## src/verilog/tdfa_pkg.sv

```systemverilog
// Purpose: Constants and types for the tributary demap and frame align sink
// Assumes: 40 MHz core clock, 2 048 kbit/s tributary, 8 448 kbit/s multiplex
// Notes:   All offsets, control field positions, control register reset values and counts live here
`default_nettype none
package tdfa_pkg;
    // Clock rates and derived smoothing oscillator step
    localparam int          CLK_HZ      = 40_000_000;
    localparam int          TRIB_HZ     = 2_048_000;
    localparam int          TRIB_PPM    = 50;
    localparam logic [31:0] NCO_INC     =
        32'((64'(TRIB_HZ) << 32) / 64'(CLK_HZ));
    localparam int          FILL_SHIFT  = 12;
    // Elastic store geometry, pointers one bit wider than the index
    localparam int          STORE_DEPTH = 32;
    localparam logic [5:0]  STORE_FULL  = 6'h20;
    localparam logic [5:0]  STORE_MID   = 6'h10;
    localparam logic [31:0] NCO_BASE    =
        NCO_INC - (32'(STORE_MID) << FILL_SHIFT);
    // Recovery time target after a frequency step
    localparam int          RECOVER_MS  = 1000;
    // Multiplex frame: four sets of 212 bits, bit interleaved tributaries
    localparam logic [7:0]  SET_LAST    = 8'hd3;
    localparam logic [7:0]  OVH_BITS    = 8'h0c;
    localparam logic [7:0]  CTL_BITS    = 8'h04;
    localparam logic [7:0]  JST_END     = 8'h08;
    localparam logic [1:0]  SET_JUST    = 2'h3;
    // Tributary frame words and positions within a 512 bit double frame
    localparam logic [6:0]  FAS_WORD    = 7'h1b;
    localparam logic [5:0]  MFAS_WORD   = 6'h0b;
    localparam logic [8:0]  POS_FAS_END = 9'h007;
    localparam logic [8:0]  POS_ODD_SI  = 9'h100;
    localparam logic [8:0]  POS_ODD_B2  = 9'h101;
    localparam logic [3:0]  MF_MFAS_END = 4'hb;
    localparam logic [1:0]  FAS_ERR_MAX = 2'h3;
    // Multiframe search window in double frames
    localparam int          DFRAME_US   = 250;
    localparam int          MF_SRCH_US  = 8000;
    localparam logic [5:0]  MF_SRCH_DF  = 6'(MF_SRCH_US / DFRAME_US);
    // All-ones detector: X zeros, Y bit window, Z windows
    localparam logic [1:0]  AIS_X       = 2'h2;
    localparam logic [8:0]  AIS_Y_LAST  = 9'h1ff;
    localparam logic [1:0]  AIS_Z       = 2'h3;
    localparam int          AIS_MAX_US  = 250;
    // Register map and fields
    localparam logic [7:0]  ADDR_CTRL   = 8'h00;
    localparam logic [7:0]  ADDR_STATUS = 8'h04;
    localparam int          CTRL_ACT    = 0;
    localparam int          CTRL_AISREP = 1;
    localparam int          CTRL_MODE   = 2;
    localparam logic        ACT_RST     = 1'b1;
    localparam logic        AISREP_RST  = 1'b0;
    // Checksum multiframe setting codes, the fourth code acts as off
    localparam logic [1:0]  MODE_OFF    = 2'h0;
    localparam logic [1:0]  MODE_ON     = 2'h1;
    localparam logic [1:0]  MODE_AUTO   = 2'h2;
    // Alignment states
    typedef enum logic [2:0] {
        ST_OOF   = 3'b000,
        ST_BFA   = 3'b001,
        ST_MSRCH = 3'b010,
        ST_C2C   = 3'b011,
        ST_C2N   = 3'b100
    } tdfa_state_t;
endpackage
`default_nettype wire

```

## src/verilog/tdfa_sink.sv

```systemverilog
// Purpose: Extract one 2 048 kbit/s tributary from the multiplex payload,
//          smooth it, align its frames and flag defects
// Assumes: Payload clock, data, frame start and trail fail come from
//          another clock domain; registers over APB
// Notes:   Overview of operation
// Overview of operation
// - Majority of three control bits decides if the opportunity bit is data.
// - Every recovered data bit is written into the elastic store unless the store is full.
// - Store is read by an evenly spaced clock steered by store fill.
// - Store depth covers 50 ppm offset plus permitted jitter.
// - Fill steering recovers from a frequency step well inside a second.
// - Exactly one of four tributary slots is demapped, chosen by SLOT.
// - Inactive block sends all ones and raises none of the three management reports; raw defect, multiframe present and fill bits stay readable.
// - Double frame and multiframe phase are tracked; start pulses emitted.
// - Checksum multiframe setting selects off, manual on or automatic.
// - Multiframe present stays false while the setting is off.
// - Setting on: multiframe present true only once multiframe is found.
// - Setting auto: multiframe present true only in checksum both ends.
// - Frame loss per frame search; auto mode reports no-checksum partner.
// - All-ones defect: under two zeros in three windows of 512 bits.
// - Either defect raises server fail and forces all ones immediately.
// - Normal data resumes with the next recovered bit after the all-ones action clears.
// - All-ones report needs defect, no trail fail and report enable.
// - Smoothed clock is driven out as the tributary timing reference.
//
// The register addresses and the APB register port were chosen for this implementation.
`timescale 1ns/1ps
`default_nettype none
module tdfa_sink
    import tdfa_pkg::*;
#(
    parameter int unsigned SLOT = 1
) (
    // Clock and reset
    input  wire logic       REF_CLK,
    input  wire logic       NRST,
    // Multiplex payload from the demapper
    input  wire logic       MULTIPLEX_PAYLOAD_DATA_IN,
    input  wire logic       MULTIPLEX_PAYLOAD_CLOCK_IN,
    input  wire logic       MULTIPLEX_FRAME_START_IN,
    input  wire logic       INCOMING_TRAIL_FAIL,
    // Tributary towards trail termination
    output logic            TRIBUTARY_DATA_OUT,
    output logic            TRIBUTARY_CLOCK_OUT,
    output logic            TRIBUTARY_SERVER_FAIL_OUT,
    output logic            TRIBUTARY_FRAME_START_OUT,
    output logic            TRIBUTARY_MULTIFRAME_START_OUT,
    output logic            MULTIFRAME_PRESENT_OUT,
    // APB slave
    input  wire logic       PSEL,
    input  wire logic       PENABLE,
    input  wire logic       PWRITE,
    input  wire logic [7:0] PADDR,
    input  wire logic [31:0] PWDATA,
    output logic [31:0]     PRDATA,
    output logic            PREADY,
    output logic            PSLVERR
);
    localparam logic [1:0] SLOT_IDX = 2'(SLOT - 1);

    typedef struct packed {
        logic [3:0]  pin_m;
        logic [3:0]  pin_s;
        logic [3:0]  pin_d;
        logic [1:0]  set;
        logic [7:0]  q;
        logic [2:0]  cbits;
        logic [31:0] store;
        logic [5:0]  wp;
        logic [5:0]  rp;
        logic [31:0] acc;
        logic [6:0]  sr;
        logic [5:0]  mfsr;
        logic [8:0]  pos;
        logic [3:0]  mf;
        tdfa_state_t st;
        logic        cand;
        logic        mfcand;
        logic [1:0]  ferr;
        logic [5:0]  srch;
        logic [8:0]  win;
        logic [1:0]  zc;
        logic [1:0]  lowc;
        logic [1:0]  highc;
        logic        all_ones_defect;
        logic        active;
        logic        aisrep;
        logic [1:0]  mode;
        logic        dout;
        logic        ssf;
        logic        fs_o;
        logic        mfs_o;
        logic        mfp_o;
        logic [31:0] prdata;
        logic        pready;
        logic        pslverr;
    } tdfa_regs_t;

    tdfa_regs_t  r;
    tdfa_regs_t  n;
    logic        pedge;
    logic [1:0]  cs;
    logic [7:0]  cq;
    logic        is_slot;
    logic        c_bit;
    logic        j_bit;
    logic        stuff;
    logic        wr;
    logic [5:0]  fill;
    logic [32:0] sum;
    logic        tick;
    logic        rb;
    logic [8:0]  pos;
    logic [6:0]  srn;
    logic [5:0]  mfsn;
    logic [3:0]  mf_new;
    logic        si_ev;
    logic        aligned;
    logic        mode_off;
    logic        frame_loss_defect;
    logic        all_ones_insert_action;
    logic        all_ones_report;
    logic        frame_loss_report;
    logic        no_checksum_interworking_status;
    logic [1:0]  zn;
    logic [31:0] rdata;

    // Next state of the whole block
    always_comb begin
        n        = r;
        pedge    = 1'b0;
        cs       = 2'h0;
        cq       = 8'h00;
        is_slot  = 1'b0;
        c_bit    = 1'b0;
        j_bit    = 1'b0;
        stuff    = 1'b0;
        wr       = 1'b0;
        fill     = 6'h00;
        sum      = 33'h0;
        tick     = 1'b0;
        rb       = 1'b1;
        pos      = 9'h000;
        srn      = 7'h00;
        mfsn     = 6'h00;
        mf_new   = 4'h0;
        si_ev    = 1'b0;
        zn       = 2'h0;
        rdata    = 32'h0;
        mode_off = (r.mode != MODE_ON) && (r.mode != MODE_AUTO);
        aligned  = (r.st != ST_OOF);
        frame_loss_defect = (r.st == ST_OOF);

        // Two stage synchroniser, edge found on the second stage
        n.pin_m = {INCOMING_TRAIL_FAIL, MULTIPLEX_FRAME_START_IN,
                   MULTIPLEX_PAYLOAD_DATA_IN, MULTIPLEX_PAYLOAD_CLOCK_IN};
        n.pin_s = r.pin_m;
        n.pin_d = r.pin_s;
        pedge   = r.pin_s[0] & ~r.pin_d[0];

        // Bit position in the multiplex frame
        if (pedge) begin
            if (r.pin_s[2]) begin
                n.set = 2'h0;
                n.q   = 8'h00;
            end else if (r.q == SET_LAST) begin
                n.set = r.set + 2'h1;
                n.q   = 8'h00;
            end else begin
                n.q = r.q + 8'h01;
            end
        end

        // Slot bit classification
        cs      = n.set;
        cq      = n.q;
        is_slot = (cq[1:0] == SLOT_IDX);
        c_bit   = pedge && is_slot && (cs != 2'h0) && (cq < CTL_BITS);
        j_bit   = pedge && is_slot && (cs == SET_JUST) &&
                  (cq >= CTL_BITS) && (cq < JST_END);
        stuff   = (r.cbits[0] & r.cbits[1]) | (r.cbits[0] & r.cbits[2]) |
                  (r.cbits[1] & r.cbits[2]);
        wr      = pedge && is_slot && !((cs == 2'h0) && (cq < OVH_BITS)) &&
                  !c_bit && !(j_bit && stuff);
        if (c_bit) begin
            n.cbits[cs - 2'h1] = r.pin_s[1];
        end

        // Elastic store write on the gapped clock
        fill = r.wp - r.rp;
        if (wr && (fill != STORE_FULL)) begin
            n.store[r.wp[4:0]] = r.pin_s[1];
            n.wp = r.wp + 6'h01;
        end

        // Fill steered oscillator reads the store evenly
        sum  = {1'b0, r.acc} +
               {1'b0, NCO_BASE + ({26'h0, fill} << FILL_SHIFT)};
        n.acc = sum[31:0];
        tick  = sum[32];
        if (tick && (fill != 6'h00)) begin
            rb   = r.store[r.rp[4:0]];
            n.rp = r.rp + 6'h01;
        end

        // Frame and multiframe alignment on each recovered bit
        n.fs_o  = 1'b0;
        n.mfs_o = 1'b0;
        pos     = r.pos + 9'h001;
        srn     = {r.sr[5:0], rb};
        si_ev   = tick && (pos == POS_ODD_SI);
        mfsn    = {r.mfsr[4:0], rb};
        mf_new  = r.mf + 4'h1;
        if (tick) begin
            n.sr  = srn;
            n.pos = pos;
            if ((pos == 9'h000) || (pos == POS_ODD_SI)) begin
                n.mf = mf_new;
            end
            if (si_ev) begin
                n.mfsr = mfsn;
            end
            n.fs_o  = aligned && (pos == 9'h000);
            n.mfs_o = (r.st == ST_C2C) && (pos == 9'h000) &&
                      (mf_new == 4'h0);
            unique case (r.st)
                ST_OOF: begin
                    if (!r.cand) begin
                        if (srn == FAS_WORD) begin
                            n.pos  = POS_FAS_END;
                            n.mf   = 4'h0;
                            n.cand = 1'b1;
                        end
                    end else if ((pos == POS_ODD_B2) && !rb) begin
                        n.cand = 1'b0;
                    end else if (pos == POS_FAS_END) begin
                        n.cand = 1'b0;
                        n.ferr = 2'h0;
                        if (srn == FAS_WORD) begin
                            n.st = ST_BFA;
                        end
                    end
                end
                ST_BFA: begin
                    if (!mode_off) begin
                        n.st     = ST_MSRCH;
                        n.srch   = 6'h00;
                        n.mfcand = 1'b0;
                    end
                end
                ST_MSRCH: begin
                    if (mode_off) begin
                        n.st = ST_BFA;
                    end else if (si_ev && (mfsn == MFAS_WORD)) begin
                        if (r.mfcand && (mf_new == MF_MFAS_END)) begin
                            n.st = ST_C2C;
                        end else begin
                            n.mfcand = 1'b1;
                            n.mf     = MF_MFAS_END;
                        end
                    end else if (si_ev && (mf_new == MF_MFAS_END)) begin
                        n.mfcand = 1'b0;
                    end
                    if (!mode_off && (pos == 9'h000)) begin
                        n.srch = r.srch + 6'h01;
                        if (r.srch == MF_SRCH_DF - 6'h01) begin
                            n.srch = 6'h00;
                            if (r.mode == MODE_AUTO) begin
                                n.st = ST_C2N;
                            end
                        end
                    end
                end
                ST_C2C: begin
                    if (mode_off) begin
                        n.st = ST_BFA;
                    end else if (si_ev && (mf_new == MF_MFAS_END) &&
                                 (mfsn != MFAS_WORD)) begin
                        n.st     = ST_MSRCH;
                        n.srch   = 6'h00;
                        n.mfcand = 1'b0;
                    end
                end
                ST_C2N: begin
                    if (r.mode != MODE_AUTO) begin
                        n.st = ST_BFA;
                    end
                end
                default: begin
                    n.st   = ST_OOF;
                    n.cand = 1'b0;
                end
            endcase
            // Three errored frame words in a row lose the frame
            if (aligned && (pos == POS_FAS_END)) begin
                if (srn == FAS_WORD) begin
                    n.ferr = 2'h0;
                end else if (r.ferr == FAS_ERR_MAX - 2'h1) begin
                    n.st   = ST_OOF;
                    n.cand = 1'b0;
                    n.ferr = 2'h0;
                end else begin
                    n.ferr = r.ferr + 2'h1;
                end
            end
        end
        n.mfp_o = (r.st == ST_C2C) && !mode_off;
        // Zero density detector on the recovered stream
        zn = r.zc;
        if (!rb && (r.zc != AIS_X)) begin
            zn = r.zc + 2'h1;
        end
        if (tick) begin
            n.win = r.win + 9'h001;
            n.zc  = zn;
            if (r.win == AIS_Y_LAST) begin
                n.zc = 2'h0;
                if (zn != AIS_X) begin
                    n.highc = 2'h0;
                    n.lowc  = (r.lowc == AIS_Z) ? r.lowc : r.lowc + 2'h1;
                    if (r.lowc >= AIS_Z - 2'h1) begin
                        n.all_ones_defect = 1'b1;
                    end
                end else begin
                    n.lowc  = 2'h0;
                    n.highc = (r.highc == AIS_Z) ? r.highc : r.highc + 2'h1;
                    if (r.highc >= AIS_Z - 2'h1) begin
                        n.all_ones_defect = 1'b0;
                    end
                end
            end
        end
        // Consequent actions and output data
        all_ones_insert_action = r.all_ones_defect | frame_loss_defect;
        n.ssf = all_ones_insert_action;
        if (!r.active || all_ones_insert_action) begin
            n.dout = 1'b1;
        end else if (tick) begin
            n.dout = rb;
        end
        // Management reports, silent while inactive
        all_ones_report = r.all_ones_defect & ~r.pin_s[3] & r.aisrep &
                          r.active;
        frame_loss_report = frame_loss_defect & ~r.all_ones_defect &
                            ~r.pin_s[3] & r.active;
        no_checksum_interworking_status = (r.st == ST_C2N) &&
                                          r.active;
        // APB slave: answer one cycle after setup
        if (PADDR == ADDR_CTRL) begin
            rdata = {28'h0, r.mode, r.aisrep, r.active};
        end else if (PADDR == ADDR_STATUS) begin
            rdata = {18'h0, fill, 2'h0, r.all_ones_defect,
                     frame_loss_defect, r.mfp_o,
                     no_checksum_interworking_status,
                     all_ones_report, frame_loss_report};
        end
        n.pready  = 1'b0;
        n.pslverr = 1'b0;
        if (PSEL && !PENABLE && !r.pready) begin
            n.pready  = 1'b1;
            n.prdata  = PWRITE ? 32'h0 : rdata;
            n.pslverr = (PADDR != ADDR_CTRL) && (PADDR != ADDR_STATUS);
        end
        if (PSEL && PENABLE && r.pready && PWRITE &&
            (PADDR == ADDR_CTRL)) begin
            n.active = PWDATA[CTRL_ACT];
            n.aisrep = PWDATA[CTRL_AISREP];
            n.mode   = PWDATA[CTRL_MODE +: 2];
        end
    end

    // State register with synchronous reset
    always_ff @(posedge REF_CLK) begin
        if (!NRST) begin
            r        <= '0;
            r.st     <= ST_OOF;
            r.active <= ACT_RST;
            r.aisrep <= AISREP_RST;
            r.mode   <= MODE_OFF;
            r.dout   <= 1'b1;
            r.ssf    <= 1'b1;
        end else begin
            r <= n;
        end
    end

    // Outputs straight from the state register
    assign TRIBUTARY_DATA_OUT             = r.dout;
    assign TRIBUTARY_CLOCK_OUT            = r.acc[31];
    assign TRIBUTARY_SERVER_FAIL_OUT      = r.ssf;
    assign TRIBUTARY_FRAME_START_OUT      = r.fs_o;
    assign TRIBUTARY_MULTIFRAME_START_OUT = r.mfs_o;
    assign MULTIFRAME_PRESENT_OUT         = r.mfp_o;
    assign PRDATA                         = r.prdata;
    assign PREADY                         = r.pready;
    assign PSLVERR                        = r.pslverr;
endmodule // tdfa_sink
`default_nettype wire

```

## config.mk

```make
export PLATFORM = sky130hd
export DESIGN_NAME = tdfa_sink
export DESIGN_NICKNAME = d
export VERILOG_FILES = /design/src/verilog/tdfa_pkg.sv /design/src/verilog/tdfa_sink.sv
export SDC_FILE = /design/constraint.sdc
export NUM_CORES = 1
export LEC_CHECK = 0
export BUFFER_PORTS_ARGS = -buffer_cell sky130_fd_sc_hd__buf_2
export CAP_MARGIN = 20
export CORE_AREA = 8 8 137 139
export CTS_BUF_LIST = sky130_fd_sc_hd__clkbuf_4 sky130_fd_sc_hd__clkbuf_8 sky130_fd_sc_hd__clkbuf_16
export DETAILED_ROUTE_END_ITERATION = 7
export DIE_AREA = 0 0 145 147
export PLACE_DENSITY = 0.76
export SLEW_MARGIN = 0
export SYNTH_ARGS = -nofsm -noshare
export SYNTH_HDL_FRONTEND = slang
export SYNTH_SLANG_ARGS = --single-unit
```

## constraint.sdc

```tcl
create_clock -name REF_CLK -period 7.1 [get_ports REF_CLK]
set_input_delay 1.42 -clock REF_CLK [delete_from_list [all_inputs] [get_ports REF_CLK]]
set_output_delay 1.42 -clock REF_CLK [all_outputs]
set_load 0.03 [all_outputs]
```

Yosys cells after proc, flatten, opt, wreduce, memory -nomap -nowiden --
Index checks and enable logic that the tools add are counted.
Storage, ports and cells: bits in registers 194, output and inout bits 40, input bits 49, logic and storage cells 264
Cells by class: bitwise logic cells 17, order comparisons 11, eq/ne operators 37, reductions and logical operators 73, add/subtract/negate cells 16, mux-type cells 75
Operators with widths (number):
- $mux 14 | 3
- $logic_and 1x1->1 | 37
- $mux 3 | 12
- $add 32x29->33 | 1
- $bwmux 32 | 1
- $mux 4 | 8
- $mux 6 | 5
- $add 28x18->29 const A | 1
- $eq 9x9->1 const B | 3
- $mux 13 | 2
- $mux 2 | 12
- $mux 10 | 2
- $ne 2x2->1 const B | 10
- $add 6x1->6 const B | 3
- $add 9x1->9 const B | 2
- $pmux 6 s3 | 1
- $lt 8x4->1 const B | 2
- $mux 1 | 16
- $pmux 3 s5 | 1
- $mux 7 | 2
- $lt 5x6->1 const B | 2
- $add 2x1->2 const B | 5
- $and 1x1->1 | 10
- $eq 2x2->1 const B | 5
- 56 further kinds | 83

Longest topological paths before layout --
Gate-level depths: netlist of run 1.
word-level depth 16, gate-level depth with buffers 20, mapped depth without buffers 17

Worst setup path after synthesis of run 1 --
OpenSTA, ideal clock, no wires.
path kind flip-flop to flip-flop, start reg r[131] in the netlist's numbering, end reg r[67] in the netlist's numbering, clock period less this slack 4.895 ns, data required time 6.970 ns, stages on the path, launching flop included 19, library setup time 0.130 ns, path slack 2.205 ns, path buffers 2, arrival time 4.765 ns, cell sequence dfxtp_1 -> clkbuf_1 -> inv_1 -> ha_1 -> nor2b_1 -> o31a_1 -> or4_1 -> and3_1 -> buf_6 -> ha_1 -> inv_1 -> ha_1 -> nand3_1 -> or4_1 -> o22ai_1 -> nand3_1 -> or4b_2 -> nand3_1 -> a21oi_1
Between the ends: word-level cells in the longest chain between the ends 10, elaborated cells on any way between the ends 21, classes of those cells add/sub: 3; eq/ne: 5; mux: 6; reduce/logical: 7
RTL lines:
- start, declared | line tdfa_sink.sv:99 | tdfa_regs_t r;
- start signal, assigned | line tdfa_sink.sv:383 | r <= n;
- $sub 6x6->6 | line tdfa_sink.sv:190 | fill = r.wp - r.rp;
- $add 28x18->29 | line tdfa_sink.sv:198 | {1'b0, NCO_BASE + ({26'h0, fill} << FILL_SHIFT)};
- $add 32x29->33 | line tdfa_sink.sv:197 | sum = {1'b0, r.acc} +
- $logic_and 1x1->1 | line tdfa_sink.sv:201 | if (tick && (fill != 6'h00)) begin
- $mux 1 | line tdfa_sink.sv:201
- $eq 6x4->1 | line tdfa_sink.sv:254 | end else if (si_ev && (mfsn == MFAS_WORD)) begin
- $logic_and 1x1->1 | line tdfa_sink.sv:254
- $mux 1 | line tdfa_sink.sv:254
- $mux 1 | line tdfa_sink.sv:252 | if (mode_off) begin
- $pmux 1 s3 | line tdfa_sink.sv:226 | unique case (r.st)
Parallel ways exist; a longest one is shown, timed or not. The select of a mux whose other input is x is not followed. A chain may end at the register's enable or synchronous reset.

Final worst setup path of run 1 --
start reg r[131] in the netlist's numbering, end reg r[47] in the netlist's numbering
Between the ends: word-level cells in the longest chain between the ends 11, elaborated cells on any way between the ends 15, classes of those cells add/sub: 3; eq/ne: 2; mux: 5; reduce/logical: 5
RTL lines:
- $sub 6x6->6 | line tdfa_sink.sv:190
- $add 28x18->29 | line tdfa_sink.sv:198
- $add 32x29->33 | line tdfa_sink.sv:197
- $logic_and 1x1->1 | line tdfa_sink.sv:201
- $mux 1 | line tdfa_sink.sv:201
- $logic_not 1->1 | line tdfa_sink.sv:310 | if (!rb && (r.zc != AIS_X)) begin
- $logic_and 1x1->1 | line tdfa_sink.sv:310
- $mux 2 | line tdfa_sink.sv:310
- $ne 2x2->1 | line tdfa_sink.sv:318 | if (zn != AIS_X) begin
- $ne 2x2->1 (no line)
- $reduce_and 3->1 (no line)
Parallel ways exist; a longest one is shown, timed or not. The select of a mux whose other input is x is not followed.

==> results of run 1 <==
[worst register-to-register path, stage by stage, from the launching register on]
cell and delay [ns]:
sky130_fd_sc_hd__dfxtp_1 0.67, sky130_fd_sc_hd__inv_1 0.19, sky130_fd_sc_hd__ha_1 0.33, sky130_fd_sc_hd__nor2b_1 0.15, sky130_fd_sc_hd__o31a_1 0.27, sky130_fd_sc_hd__or4_1 0.39
sky130_fd_sc_hd__and3_1 0.36, sky130_fd_sc_hd__ha_1 0.37, sky130_fd_sc_hd__inv_1 0.04, sky130_fd_sc_hd__ha_1 0.32, sky130_fd_sc_hd__nand3_1 0.23, sky130_fd_sc_hd__or4_1 0.50
sky130_fd_sc_hd__o22a_2 0.25, sky130_fd_sc_hd__buf_4 0.25, sky130_fd_sc_hd__a2111oi_4 0.47, sky130_fd_sc_hd__mux2i_1 0.57, sky130_fd_sc_hd__a31o_2 0.26, sky130_fd_sc_hd__o22ai_1 0.07
[layer usage]
layer  global-route usage  wire (µm)  up-vias
met5                    0          0        -
met4               0.0684        304        0
met3               0.0397        898       25
met2                0.319       9710      181
met1                0.247       9970     3782
li1                     -          -     4023
[cells by family after synthesis]
group / synth area share
multiplexers: 0.0770
buffers and inverters: 0.0662
other: 0.000384
AND/OR/NAND/NOR: 0.235
XOR/XNOR: 0.0448
AO/OA/AOI/OAI: 0.145
flip-flops: 0.357
adder cells (fa/ha/maj): 0.0751
[flip-flops by register name, indices dropped and copies added, names as in the netlist]
signal                          cells
MULTIFRAME_PRESENT_OUT              1
TRIBUTARY_SERVER_FAIL_OUT           1
TRIBUTARY_FRAME_START_OUT           1
PREADY                              1
PRDATA                             12
mfsn                                5
PSLVERR                             1
TRIBUTARY_CLOCK_OUT                 1
r                                 141
TRIBUTARY_MULTIFRAME_START_OUT      1
n                                   8
TRIBUTARY_DATA_OUT                  1
[cell usage after synthesis (9+ instances only)]
library cell | count | area, µm²
sky130_fd_sc_hd__and2_1 | 20 | 125
sky130_fd_sc_hd__nor3b_1 | 12 | 90.1
sky130_fd_sc_hd__dfxtp_1 | 174 | 3480
sky130_fd_sc_hd__nor2b_1 | 11 | 68.8
sky130_fd_sc_hd__nand4_1 | 37 | 231
sky130_fd_sc_hd__clkbuf_1 | 42 | 158
sky130_fd_sc_hd__xnor2_1 | 32 | 280
sky130_fd_sc_hd__nor3_1 | 26 | 130
sky130_fd_sc_hd__and3_1 | 12 | 75.1
sky130_fd_sc_hd__inv_1 | 47 | 176
sky130_fd_sc_hd__o21ai_0 | 31 | 155
sky130_fd_sc_hd__a21o_1 | 14 | 105
sky130_fd_sc_hd__mux2i_1 | 53 | 531
sky130_fd_sc_hd__nand2_1 | 122 | 458
sky130_fd_sc_hd__buf_4 | 32 | 240
sky130_fd_sc_hd__nor2_1 | 108 | 405
sky130_fd_sc_hd__a21oi_1 | 57 | 285
sky130_fd_sc_hd__xor2_1 | 18 | 158
sky130_fd_sc_hd__ha_1 | 57 | 713
sky130_fd_sc_hd__nor4_1 | 9 | 56.3
sky130_fd_sc_hd__nand3_1 | 47 | 235
[power by group through the flow]
| stage | Combinational (mW) | Clock, mW | Sequential, mW |
|---|---|---|---|
| floorplan | 0.346 | 0 | 1.07 |
| global placement | 0.398 | 0 | 1.08 |
| detailed placement | 0.409 | 0 | 1.08 |
| CTS | 0.413 | 1.02 | 1.06 |
| global route | 0.465 | 1.06 | 1.07 |
| finish | 0.414 | 1.00 | 1.06 |
[final timing paths]
check                             from     to
worst max register to register  r[131]  r[47]
worst min-delay path             r[98]  r[98]
worst min register to register   r[98]  r[98]
worst max-delay path            r[131]  r[47]
[cell type report]
cell class | instances | area, µm² | area share
multi-input combinational | 848 | 5710 | 0.540
inverter | 48 | 180 | 0.0170
clock inverter | 14 | 193 | 0.0182
sequential | 174 | 3480 | 0.329
tap | 225 | 282 | 0.0266
timing repair buffer | 49 | 288 | 0.0272
clock buffer | 18 | 439 | 0.0415
[placed cells by master, fill, tap and decap left out, types with 5 or more instances in the layout]
| cell | instances |
|---|---|
| sky130_fd_sc_hd__and2_1 | 20 |
| sky130_fd_sc_hd__dfxtp_1 | 174 |
| sky130_fd_sc_hd__clkbuf_16 | 17 |
| sky130_fd_sc_hd__a21oi_1 | 57 |
| sky130_fd_sc_hd__nand2b_1 | 5 |
| sky130_fd_sc_hd__conb_1 | 20 |
| sky130_fd_sc_hd__inv_6 | 5 |
| sky130_fd_sc_hd__nand2_1 | 122 |
| sky130_fd_sc_hd__buf_2 | 40 |
| sky130_fd_sc_hd__a211o_1 | 5 |
| sky130_fd_sc_hd__nor4_1 | 9 |
| sky130_fd_sc_hd__mux4_1 | 5 |
| sky130_fd_sc_hd__xor2_1 | 18 |
| sky130_fd_sc_hd__inv_1 | 47 |
| sky130_fd_sc_hd__a31o_2 | 6 |
| sky130_fd_sc_hd__nor2_1 | 108 |
| sky130_fd_sc_hd__a31oi_1 | 6 |
| sky130_fd_sc_hd__nor3_1 | 26 |
| sky130_fd_sc_hd__o211ai_1 | 8 |
| sky130_fd_sc_hd__ha_1 | 57 |
| sky130_fd_sc_hd__nand4_1 | 37 |
| sky130_fd_sc_hd__nor3b_1 | 12 |
| sky130_fd_sc_hd__a22oi_1 | 8 |
| sky130_fd_sc_hd__mux2i_1 | 53 |
| sky130_fd_sc_hd__and3b_1 | 5 |
| sky130_fd_sc_hd__o21ai_0 | 31 |
| sky130_fd_sc_hd__and3_1 | 12 |
| sky130_fd_sc_hd__buf_4 | 8 |
| sky130_fd_sc_hd__or4_1 | 8 |
| sky130_fd_sc_hd__o21a_1 | 7 |
| sky130_fd_sc_hd__xnor2_1 | 32 |
| sky130_fd_sc_hd__a41oi_1 | 5 |
| sky130_fd_sc_hd__nand3_1 | 47 |
| sky130_fd_sc_hd__a21o_1 | 14 |
| sky130_fd_sc_hd__a211oi_1 | 7 |
| sky130_fd_sc_hd__or3_1 | 8 |
| sky130_fd_sc_hd__nor2b_1 | 11 |
==> reports/summary.json, run 1 <==
{
  "synthCells": {"value": 1136},
  "p_sw": {"value": 0.696, "unit": "mW"},
  "design.portCount": {"value": 89},
  "cellLeakagePower": {"value": 4.33, "unit": "nW"},
  "cts.reportedPaths.clkPinSlew": {"value": 0.07, "unit": "ns"},
  "switching_share": {"value": 0.281},
  "postSynthRegisterBits": {"value": 174},
  "fin_setup_tns": {"value": 0, "unit": "ns"},
  "critical_path.max_fanout": {"value": 29},
  "drt-vias-per-instance": {"value": 5.82},
  "reg_to_reg_slack_setup": {"value": 1.31, "unit": "ns"},
  "worst_ep_arrival_time": {"value": 6.11, "unit": "ns"},
  "path_common_cell": {"value": "sky130_fd_sc_hd__ha_1"},
  "final_layout_fill_cell_count": {"value": 1427},
  "power.density": {"value": 234, "unit": "mW/mm²"},
  "design_area": {"value": 0.0106, "unit": "mm²"},
  "half_perimeter_wire_length_after_detailed_placement": {"value": 14200, "unit": "µm"},
  "cts_htree_levels": {"value": 4},
  "combPwrFrac": {"value": 0.167},
  "hold-worst-slack": {"value": 0.426, "unit": "ns"},
  "syn2layout_area_growth": {"value": 8.31, "unit": "%"},
  "timing.clock.skew": {"value": 0.0119, "unit": "ns"},
  "fin_nets": {"value": 1245},
  "synth-seq-area-share": {"value": 0.357},
  "fp-row-count": {"value": 48},
  "synth-async-reset-ratio": {"value": 0},
  "grt_use_total": {"value": 0.193},
  "synth_ff_type": {"value": "sky130_fd_sc_hd__dfxtp_1"},
  "total_inserted_antenna_cells": {"value": 0},
  "setup-violations-final": {"value": 0},
  "postCtsSetupBuffers": {"value": 0},
  "worstPathBufferInverterCount": {"value": 3},
  "initial_core_util": {"value": 0.583},
  "layout-drive-gt1-share": {"value": 0.0990},
  "preCtsSetupSlack": {"value": 1.33, "unit": "ns"},
  "root_buffer": {"value": "sky130_fd_sc_hd__clkbuf_16"},
  "outcome": {"value": "complete, no violations"},
  "post-route-period-util": {"value": 0.816},
  "die_h": {"value": 147, "unit": "µm"},
  "cts_tree": {"value": "yes"},
  "route.antenna.remaining_nets": {"value": 0},
  "clk-insertion-delay-late": {"value": 0.43, "unit": "ns"},
  "dp_cells": {"value": 1342},
  "worst_ep_required_time": {"value": 7.41, "unit": "ns"},
  "number_of_enable_type_register_cells_in_the_synthesized_netlist": {"value": 0},
  "worst_slew_pin_slew": {"value": 0.938, "unit": "ns"},
  "relSlewSlack": {"value": 0.366},
  "seq_power_share": {"value": 0.429},
  "synth-warning-count": {"value": 0},
  "internal_dissipation": {"value": 1.78, "unit": "mW"},
  "initial_antenna_violation_count": {"value": 0},
  "post-route-worst-setup-slack": {"value": 1.31, "unit": "ns"},
  "crit_slowest_cell": {"value": "sky130_fd_sc_hd__dfxtp_1"},
  "dieArea": {"value": 0.0213, "unit": "mm²"},
  "drv_slew": {"value": 0},
  "crit_path_max_incr_delay": {"value": 0.67, "unit": "ns"},
  "cts-resized-gates": {"value": 0},
  "cp.depth": {"value": 17},
  "worst_r2r_path_depth": {"value": 17},
  "grt_first_pass_wirelength": {"value": 35100, "unit": "µm"},
  "chipWidth": {"value": 145, "unit": "µm"},
  "timing.max_cap.violations": {"value": 0},
  "routed_wire_length_per_instance": {"value": 15.2, "unit": "µm"},
  "finalNonFillerCells": {"value": 1376},
  "grt_start_max_net_pins": {"value": 84},
  "total_power": {"value": 2.48, "unit": "mW"},
  "utilization": {"value": 0.631},
  "cts-root-to-sink-buffers": {"value": 2},
  "cts_num_sinks": {"value": 174},
  "hold-path-cell-count": {"value": 1},
  "endpoint_kind": {"value": "register"},
  "post_synth_num_cell_types": {"value": 85},
  "critPathTopFamily": {"value": "simple AND/OR/NAND/NOR gates"},
  "vias_in_the_first_global_route": {"value": 7425},
  "criticalPathCategory": {"value": "reg -> reg"},
  "numCtsBuffers": {"value": 17},
  "worstHoldPathType": {"value": "reg -> reg"},
  "drt_wl_total": {"value": 20900, "unit": "µm"},
  "dr_total_vias": {"value": 8011},
  "placedInstanceArea": {"value": 0.00991, "unit": "mm²"},
  "final_gp_congestion": {"value": 0.848},
  "total_gr_overflow": {"value": 0},
  "cts.hold.buffers_added": {"value": 0},
  "route.detailed.drc": {"value": 0},
  "coreArea": {"value": 0.0168, "unit": "mm²"},
  "critical_path.startpoint_type": {"value": "register"},
  "firstDrtPassIters": {"value": 6},
  "max_freq": {"value": 0.173, "unit": "GHz"},
  "portBuffers": {"value": 40},
  "timing.critical_path.cells": {"value": "inv_1 -> ha_1 -> nor2b_1 -> o31a_1 -> or4_1 -> and3_1 -> ha_1 -> inv_1 -> ha_1 -> nand3_1 -> or4_1 -> o22a_2 -> buf_4 -> a2111oi_4 -> mux2i_1 -> a31o_2 -> o22ai_1"},
  "pwr-share-clk": {"value": 0.404},
  "fin_crit": {"value": 5.79, "unit": "ns"},
  "peakVddDrop": {"value": 0.171, "unit": "mV"},
  "rsz_0062_raised_after_global_routing": {"value": "false"},
  "syn_area": {"value": 0.00977, "unit": "mm²"},
  "hold_violations": {"value": 0},
  "syn_area_per_cell": {"value": 8.60, "unit": "µm²"},
  "drt_iter0_markers": {"value": 525}
}
(Power assumes the default switching activity.)
==> run 2: changes to the inputs <==
--- a/config.mk
+++ b/config.mk
@@ -5,13 +5,14 @@
 export SDC_FILE = /design/constraint.sdc
 export NUM_CORES = 1
 export LEC_CHECK = 0
+export ABC_AREA = 1
 export BUFFER_PORTS_ARGS = -buffer_cell sky130_fd_sc_hd__buf_2
 export CAP_MARGIN = 20
-export CORE_AREA = 8 8 137 139
+export CORE_AREA = 8 8 139 141
 export CTS_BUF_LIST = sky130_fd_sc_hd__clkbuf_4 sky130_fd_sc_hd__clkbuf_8 sky130_fd_sc_hd__clkbuf_16
 export DETAILED_ROUTE_END_ITERATION = 7
-export DIE_AREA = 0 0 145 147
-export PLACE_DENSITY = 0.76
+export DIE_AREA = 0 0 147 149
+export PLACE_DENSITY = 0.77
 export SLEW_MARGIN = 0
 export SYNTH_ARGS = -nofsm -noshare
 export SYNTH_HDL_FRONTEND = slang
==> constraint.sdc (replaced) <==
create_clock -name REF_CLK -period 5.35 [get_ports REF_CLK]
set_input_delay 1.07 -clock REF_CLK [delete_from_list [all_inputs] [get_ports REF_CLK]]
set_output_delay 1.07 -clock REF_CLK [all_outputs]
set_load 0.03 [all_outputs]
==> reports/summary.json, run 2 <==
{
  "outcome": {"value": "complete, no violations"},
  "post-route-worst-setup-slack": {"value": 0.542, "unit": "ns", "change": "-0.764 ns"},
  "dieArea": {"value": 0.0219, "unit": "mm²", "change": "+2.8%"},
  "drt_wl_total": {"value": 22600, "unit": "µm", "change": "+8.3%"},
  "placedInstanceArea": {"value": 0.0104, "unit": "mm²", "change": "+4.6%"},
  "timing.max_cap.violations": {"value": 0, "change": "unchanged"},
  "cts-resized-gates": {"value": 0, "change": "unchanged"},
  "synth-seq-area-share": {"value": 0.342, "change": "-0.0149"},
  "worst_ep_arrival_time": {"value": 5.18, "unit": "ns", "change": "-0.93 ns"},
  "timing.critical_path.cells": {"value": "inv_1 -> fa_1 -> xor2_1 -> inv_1 -> ha_1 -> inv_1 -> ha_1 -> nand2_1 -> inv_1 -> nand2_1 -> nor2_1 -> nand2_1 -> nand2_2 -> nand2_1 -> nand3_2 -> o21ai_2 -> nor2_2 -> nand2_1 -> o21ai_2 -> nand2_1 -> a21boi_1 -> nor2_1 -> nor2_1"},
  "endpoint_kind": {"value": "register"},
  "criticalPathCategory": {"value": "reg -> reg"},
  "max_freq": {"value": 0.208, "unit": "GHz", "change": "+21%"},
  "mostFrequentLayoutCells": {"value": "sky130_fd_sc_hd__nand2_1, sky130_fd_sc_hd__inv_1, sky130_fd_sc_hd__nor2_1, sky130_fd_sc_hd__dfxtp_1, sky130_fd_sc_hd__a21oi_1"},
  "grt_use_total": {"value": 0.211, "change": "+0.0173"},
  "grt_first_pass_wirelength": {"value": 39300, "unit": "µm", "change": "+12%"},
  "total_gr_overflow": {"value": 0, "change": "unchanged"},
  "relSlewSlack": {"value": 0.374, "change": "+0.00751"},
  "routed_wire_length_per_instance": {"value": 12.8, "unit": "µm", "change": "-16%"},
  "synth-async-reset-ratio": {"value": 0, "change": "unchanged"},
  "synthCells": {"value": 1524, "change": "+34%"},
  "half_perimeter_wire_length_after_detailed_placement": {"value": 15900, "unit": "µm", "change": "+12%"},
  "yosys.area.top_type": {"value": "sky130_fd_sc_hd__dfxtp_1"},
  "coreArea": {"value": 0.0171, "unit": "mm²", "change": "+1.8%"},
  "most_used_standard_cell_by_instance_count_after_synthesis": {"value": "sky130_fd_sc_hd__nand2_1"},
  "dr_total_vias": {"value": 9325, "change": "+16%"},
  "design_area": {"value": 0.0110, "unit": "mm²", "change": "+3.7%"},
  "postSynthRegisterBits": {"value": 174, "change": "unchanged"},
  "worstHoldPathType": {"value": "reg -> reg"},
  "synth_ff_type": {"value": "sky130_fd_sc_hd__dfxtp_1"},
  "flip_flop_count_of_the_largest_register_after_layout": {"value": 141, "change": "unchanged"},
  "fin_nets": {"value": 1640, "change": "+32%"},
  "synth-warning-count": {"value": 0, "change": "unchanged"},
  "postCtsSetupBuffers": {"value": 0, "change": "unchanged"},
  "drv_slew": {"value": 0, "change": "unchanged"},
  "vias_in_the_first_global_route": {"value": 8915, "change": "+20%"},
  "cts.reportedPaths.clkPinSlew": {"value": 0.06, "unit": "ns", "change": "about the same"},
  "hold_violations": {"value": 0, "change": "unchanged"},
  "syn2layout_area_growth": {"value": 7.61, "unit": "%"},
  "initial_core_util": {"value": 0.598, "change": "+0.0148"},
  "preCtsSetupSlack": {"value": 0.647, "unit": "ns", "change": "-0.685 ns"},
  "design.portCount": {"value": 89, "change": "unchanged"},
  "numCtsBuffers": {"value": 17, "change": "unchanged"},
  "worstPathBufferInverterCount": {"value": 4, "change": "+1"},
  "crit_path_max_incr_delay": {"value": 0.60, "unit": "ns", "change": "-0.07 ns"},
  "synth.top_cell.area_share": {"value": 0.342, "change": "-0.0149"},
  "rsz_0062_raised_after_global_routing": {"value": "false"},
  "worstReg2RegStart": {"value": "r[131]"},
  "final_common_cell": {"value": "sky130_fd_sc_hd__nand2_1"},
  "startpoint": {"value": "r[131]"},
  "dp_cells": {"value": 1739, "change": "+30%"},
  "utilization": {"value": 0.643, "change": "+0.0118"},
  "fin_crit": {"value": 4.81, "unit": "ns", "change": "-0.986 ns"},
  "post-route-period-util": {"value": 0.899, "change": "+0.0827"},
  "finalNonFillerCells": {"value": 1770, "change": "+29%"},
  "worst_slew_pin_slew": {"value": 0.939, "unit": "ns", "change": "+0.00152 ns"},
  "cts_num_sinks": {"value": 174, "change": "unchanged"},
  "power.density": {"value": 283, "unit": "mW/mm²", "change": "+21%"},
  "worst_hold_startpoint": {"value": "n[194]"},
  "portBuffers": {"value": 40, "change": "unchanged"},
  "drt_iter0_markers": {"value": 588, "change": "+12%"},
  "drt-vias-per-instance": {"value": 5.27, "change": "-9.5%"},
  "final_gp_congestion": {"value": 0.878, "change": "+3.6%"},
  "chipWidth": {"value": 147, "unit": "µm", "change": "+1.4%"},
  "peakVddDrop": {"value": 0.248, "unit": "mV", "change": "+45%"},
  "timing.clock.skew": {"value": 0.0126, "unit": "ns", "change": "+0.000676 ns"},
  "fp-row-count": {"value": 48, "change": "unchanged"},
  "cts_htree_levels": {"value": 4, "change": "unchanged"},
  "cellLeakagePower": {"value": 4.89, "unit": "nW", "change": "+13%"},
  "route.antenna.remaining_nets": {"value": 0, "change": "unchanged"},
  "yosys-top-cells-area": {"value": "sky130_fd_sc_hd__dfxtp_1, sky130_fd_sc_hd__nand2_1, sky130_fd_sc_hd__inv_1"},
  "synth_commonest_cells": {"value": "sky130_fd_sc_hd__nand2_1, sky130_fd_sc_hd__inv_1, sky130_fd_sc_hd__nor2_1, sky130_fd_sc_hd__dfxtp_1, sky130_fd_sc_hd__a21oi_1"},
  "cts.hold.buffers_added": {"value": 0, "change": "unchanged"},
  "cts_tree": {"value": "yes"},
  "fin_setup_tns": {"value": 0, "unit": "ns", "change": "unchanged"},
  "die_h": {"value": 149, "unit": "µm", "change": "+1.4%"},
  "critPathTopFamily": {"value": "simple AND/OR/NAND/NOR gates"},
  "crit_slowest_cell": {"value": "sky130_fd_sc_hd__dfxtp_1"},
  "route.detailed.drc": {"value": 0, "change": "unchanged"},
  "total_inserted_antenna_cells": {"value": 0, "change": "unchanged"},
  "grt_start_max_net_pins": {"value": 95, "change": "+13%"},
  "critical_path.max_fanout": {"value": 12, "change": "-59%"},
  "worst_ep_required_time": {"value": 5.72, "unit": "ns", "change": "-1.69 ns"},
  "largest_register": {"value": "r"},
  "post_synth_num_cell_types": {"value": 52, "change": "-39%"},
  "clk-insertion-delay-late": {"value": 0.43, "unit": "ns", "change": "about the same"},
  "setup-violations-final": {"value": 0, "change": "unchanged"},
  "initial_antenna_violation_count": {"value": 0, "change": "unchanged"},
  "firstDrtPassIters": {"value": 5, "change": "-1"},
  "layout-drive-gt1-share": {"value": 0.0777, "change": "-0.0214"},
  "root_buffer": {"value": "sky130_fd_sc_hd__clkbuf_16"},
  "syn_area": {"value": 0.0102, "unit": "mm²", "change": "+4.4%"},
  "number_of_enable_type_register_cells_in_the_synthesized_netlist": {"value": 0, "change": "unchanged"},
  "syn_area_per_cell": {"value": 6.69, "unit": "µm²", "change": "-22%"},
  "path_common_cell": {"value": "sky130_fd_sc_hd__nand2_1"},
  "cts-root-to-sink-buffers": {"value": 2, "change": "unchanged"},
  "critical_path.startpoint_type": {"value": "register"}
}
-- run 2: cell types whose count changed in the layout (fill, tap and decap cells not counted), sizes merged, moves of 13 or more --
cell / previous run / this run
nand2: 122 / 335
inv: 56 / 210
nor2: 108 / 201
nand3: 47 / 127
a21oi: 58 / 125
mux2i: 53 / 0
o21ai: 32 / 85
xnor2: 32 / 9
and2: 20 / 0
a21o: 14 / 1
-- run 2: area by class of cell --
class                           count  area [µm²]
Clock buffer                       23         502
Clock inverter                      8         103
Fill cell                        1559        6090
Inverter                          209         785
Multi-Input combinational cell   1082        5550
Sequential cell                   174        3480
Tap cell                          225         282
Timing Repair Buffer               49         268
-- run 2: cells by family after synthesis --
group           Yosys count  synth area share
xor+xnor                 17            0.0153
buf+inv                 287             0.121
flops                   174             0.342
simple gates            740             0.316
other cells               1          0.000368
fa+ha+maj                59            0.0729
compound gates          246             0.133
-- run 2: tightest hold or removal path: cells and delay by family (launching register included) --
family	cells	cell delay, ns
flip-flops	1	0.30
buffers and inverters	1	0.04
AND/OR/NAND/NOR	1	0.04
-- run 2: metal layers --
| metal | part of all wire | track usage |
|---|---|---|
| met3 | 0.041 | 0.0379 |
| met1 | 0.47 | 0.253 |
| met5 | 0 | 0 |
| met2 | 0.47 | 0.366 |
| met4 | 0.020 | 0.0882 |
-- run 2: through the flow --
stage / total power [mW] / hold slack [ns]
global route: 3.25 / 0.431
detailed placement: 1.86 / 0.399
CTS: 3.12 / 0.414
floorplan: 1.77 / 0.390
global placement: 1.84 / 0.391
finish: 3.10 / 0.410
-- run 2: worst paths after layout --
kind             to  slack, ns  depth (start not counted)
max           r[46]       0.54                         23
min          n[190]       0.41                          2
max reg2reg   r[46]       0.54                         23
min reg2reg  n[190]       0.41                          2
-- run 2: report_power, final --
| group | leakage, nW | total (mW) | switching [mW] | internal [mW] |
|---|---|---|---|---|
| clock network | 0.295 | 1.27 | 0.516 | 0.755 |
| logic | 3.18 | 0.438 | 0.292 | 0.146 |
| registers | 1.41 | 1.39 | 0.0338 | 1.36 |
==> run 3: changes to the inputs <==
--- a/config.mk
+++ b/config.mk
@@ -13,6 +13,7 @@
 export DETAILED_ROUTE_END_ITERATION = 7
 export DIE_AREA = 0 0 147 149
 export PLACE_DENSITY = 0.77
+export RECOVER_POWER = 100
 export SLEW_MARGIN = 0
 export SYNTH_ARGS = -nofsm -noshare
 export SYNTH_HDL_FRONTEND = slang
==> reports/summary.json, run 3 (synthesized netlist as in run 2, its figures left out) <==
{
  "cts_tree": {"value": "yes"},
  "design.portCount": {"value": 89, "change": "unchanged"},
  "max_freq": {"value": 0.207, "unit": "GHz", "change": "-0.70%"},
  "relSlewSlack": {"value": -0.125, "change": "-0.498"},
  "startpoint": {"value": "r[131]"},
  "gr_peak_layer": {"value": "met2"},
  "worst_r2r_path_depth": {"value": 26, "change": "+13%"},
  "routed_wire_length_per_instance": {"value": 12.8, "unit": "µm", "change": "about the same"},
  "critical_path.reg2reg.endpoint": {"value": "r[62]"},
  "timing.clock.skew": {"value": 0.0124, "unit": "ns", "change": "-0.000197 ns"},
  "fin_setup_tns": {"value": 0, "unit": "ns", "change": "unchanged"},
  "initial_antenna_violation_count": {"value": 0, "change": "unchanged"},
  "grt_start_max_net_pins": {"value": 95, "change": "unchanged"},
  "syn2layout_area_growth": {"value": 6.75, "unit": "%"},
  "dp_cells": {"value": 1739, "change": "unchanged"},
  "fin_nets": {"value": 1640, "change": "unchanged"},
  "cellLeakagePower": {"value": 4.80, "unit": "nW", "change": "-1.8%"},
  "groute.layer.met1.usage": {"value": 0.253, "change": "unchanged"},
  "violations": {"value": "max-capacitance violations, max-slew violations"},
  "endpoint_kind": {"value": "register"},
  "largest_register": {"value": "r"},
  "clk-insertion-delay-late": {"value": 0.43, "unit": "ns", "change": "about the same"},
  "root_buffer": {"value": "sky130_fd_sc_hd__clkbuf_16"},
  "cts-root-to-sink-buffers": {"value": 2, "change": "unchanged"},
  "drt-vias-per-instance": {"value": 5.29, "change": "+0.47%"},
  "numCtsBuffers": {"value": 17, "change": "unchanged"},
  "rsz_0062_raised_after_global_routing": {"value": "false"},
  "drt_wl_total": {"value": 22600, "unit": "µm", "change": "about the same"},
  "grt_first_pass_wirelength": {"value": 39300, "unit": "µm", "change": "unchanged"},
  "final_layout_fill_cell_count": {"value": 1569, "change": "+0.64%"},
  "postCtsSetupBuffers": {"value": 0, "change": "unchanged"},
  "die_h": {"value": 149, "unit": "µm", "change": "unchanged"},
  "drv_slew": {"value": 48, "change": "+48"},
  "cts.hold.buffers_added": {"value": 0, "change": "unchanged"},
  "initial_core_util": {"value": 0.598, "change": "unchanged"},
  "layout-drive-gt1-share": {"value": 0.0537, "change": "-0.0239"},
  "drt_iter0_markers": {"value": 530, "change": "-9.9%"},
  "dr_total_vias": {"value": 9369, "change": "+0.47%"},
  "reg_to_reg_slack_setup": {"value": 0.51, "unit": "ns", "change": "-0.03 ns"},
  "critical_path.max_fanout": {"value": 12, "change": "unchanged"},
  "preCtsSetupSlack": {"value": 0.647, "unit": "ns", "change": "unchanged"},
  "fin_crit": {"value": 4.84, "unit": "ns", "change": "+0.0339 ns"},
  "post-route-period-util": {"value": 0.905, "change": "+0.00633"},
  "mostFrequentLayoutCells": {"value": "sky130_fd_sc_hd__nand2_1, sky130_fd_sc_hd__inv_1, sky130_fd_sc_hd__nor2_1, sky130_fd_sc_hd__dfxtp_1, sky130_fd_sc_hd__a21oi_1"},
  "criticalPathCategory": {"value": "reg -> reg"},
  "fp-row-count": {"value": 48, "change": "unchanged"},
  "worstHoldPathType": {"value": "reg -> reg"},
  "route.detailed.drc": {"value": 0, "change": "unchanged"},
  "cts_htree_levels": {"value": 4, "change": "unchanged"},
  "worst_slew_pin_slew": {"value": 1.69, "unit": "ns", "change": "+0.746 ns"},
  "finalNonFillerCells": {"value": 1770, "change": "unchanged"},
  "final_common_cell": {"value": "sky130_fd_sc_hd__nand2_1"},
  "dieArea": {"value": 0.0219, "unit": "mm²", "change": "unchanged"},
  "peakVddDrop": {"value": 0.247, "unit": "mV", "change": "-0.41%"},
  "global_route_track_usage_on_met2": {"value": 0.366, "change": "unchanged"},
  "firstDrtPassIters": {"value": 5, "change": "unchanged"},
  "critical_path.startpoint_type": {"value": "register"},
  "chipWidth": {"value": 147, "unit": "µm", "change": "unchanged"},
  "worst_ep_arrival_time": {"value": 5.07, "unit": "ns", "change": "-0.11 ns"},
  "met3_global_route_usage": {"value": 0.0379, "change": "unchanged"},
  "grt_use_total": {"value": 0.211, "change": "unchanged"},
  "final_gp_congestion": {"value": 0.878, "change": "unchanged"},
  "hold_violations": {"value": 0, "change": "unchanged"},
  "cts.reportedPaths.clkPinSlew": {"value": 0.06, "unit": "ns", "change": "about the same"},
  "cts_num_sinks": {"value": 174, "change": "unchanged"},
  "route.antenna.remaining_nets": {"value": 0, "change": "unchanged"},
  "outcome": {"value": "complete, but fails checks"},
  "portBuffers": {"value": 40, "change": "unchanged"},
  "power.density": {"value": 285, "unit": "mW/mm²", "change": "+0.69%"},
  "ff_latch_area": {"value": 0.00348, "unit": "mm²", "change": "unchanged"},
  "placedInstanceArea": {"value": 0.0104, "unit": "mm²", "change": "unchanged"},
  "half_perimeter_wire_length_after_detailed_placement": {"value": 15900, "unit": "µm", "change": "unchanged"},
  "worst_ep_required_time": {"value": 5.58, "unit": "ns", "change": "-0.14 ns"},
  "design_area": {"value": 0.0109, "unit": "mm²", "change": "-0.80%"},
  "setup.worst_path.end": {"value": "r[62]"},
  "total_gr_overflow": {"value": 0, "change": "unchanged"},
  "multi_input_comb_area": {"value": 0.00549, "unit": "mm²", "change": "-0.95%"},
  "cts-resized-gates": {"value": 0, "change": "unchanged"},
  "coreArea": {"value": 0.0171, "unit": "mm²", "change": "unchanged"},
  "worstReg2RegStart": {"value": "r[131]"},
  "post-route-worst-setup-slack": {"value": 0.508, "unit": "ns", "change": "-0.0339 ns"},
  "timing.max_cap.violations": {"value": 1, "change": "+1"},
  "flip_flop_count_of_the_largest_register_after_layout": {"value": 141, "change": "unchanged"},
  "setup-violations-final": {"value": 0, "change": "unchanged"},
  "total_inserted_antenna_cells": {"value": 0, "change": "unchanged"},
  "vias_in_the_first_global_route": {"value": 8915, "change": "unchanged"}
}
[run 3: cell count changes in the layout (fill, tap and decap cells not counted), sizes merged]
cell,change
buf,-23
clkbuf,+23
[run 3: worst min path at each step]
stage	depth (start not counted)	endpoint	slack [ns]	from
after floorplan	2	n[187]	0.39	n[191]
after global placement	2	n[187]	0.39	n[191]
after detailed placement	2	n[190]	0.40	n[194]
after CTS	2	n[190]	0.41	n[194]
after global routing	2	n[187]	0.43	n[191]
final	2	n[190]	0.41	n[194]
[run 3: through the flow]
stage               power [mW]  hold WS (ns)  utilization
finish                    3.10         0.411        0.638
CTS                       3.12         0.414        0.643
floorplan                 1.77         0.390            -
global placement          1.84         0.391        0.608
global route              3.25         0.431        0.638
detailed placement        1.86         0.399        0.608
[run 3: critical path, stage by stage, from the launching register on]
cell	delay, ns
sky130_fd_sc_hd__dfxtp_1	0.60
sky130_fd_sc_hd__inv_1	0.37
sky130_fd_sc_hd__fa_1	0.54
sky130_fd_sc_hd__xor2_1	0.29
sky130_fd_sc_hd__inv_1	0.08
sky130_fd_sc_hd__ha_1	0.28
sky130_fd_sc_hd__inv_1	0.04
sky130_fd_sc_hd__ha_1	0.33
sky130_fd_sc_hd__nand2_1	0.06
sky130_fd_sc_hd__inv_1	0.07
sky130_fd_sc_hd__nand2_1	0.07
sky130_fd_sc_hd__nor2_1	0.12
sky130_fd_sc_hd__nand2_1	0.08
sky130_fd_sc_hd__nand2_2	0.15
sky130_fd_sc_hd__nand2_1	0.10
sky130_fd_sc_hd__nand3_2	0.20
sky130_fd_sc_hd__nand2_1	0.13
sky130_fd_sc_hd__nor2_4	0.21
sky130_fd_sc_hd__inv_1	0.11
sky130_fd_sc_hd__nor2_1	0.13
sky130_fd_sc_hd__nand2_1	0.07
sky130_fd_sc_hd__nand2_1	0.08
sky130_fd_sc_hd__nand2_1	0.11
sky130_fd_sc_hd__nor2_4	0.19
sky130_fd_sc_hd__inv_2	0.10
sky130_fd_sc_hd__nand2_1	0.07
sky130_fd_sc_hd__a21oi_1	0.05
[run 3: final cells by class]
cell class | count | area share
repair buffers | 49 | 0.0214
well taps | 225 | 0.0259
clock inverters | 8 | 0.00943
clock buffers | 23 | 0.0461
inverters | 209 | 0.0721
flip-flops and latches | 174 | 0.320
multi-input cells | 1082 | 0.505
[run 3: per-layer routing]
metal,vias up,share of wire
met1,4236,0.47
met2,194,0.47
met4,0,0.023
met3,38,0.038
li1,4901,-
met5,-,0
[run 3: power breakdown]
part           switching, mW  total [mW]  internal, mW
registers             0.0336        1.39          1.36
clock network          0.514        1.27         0.755
logic                  0.291       0.437         0.145
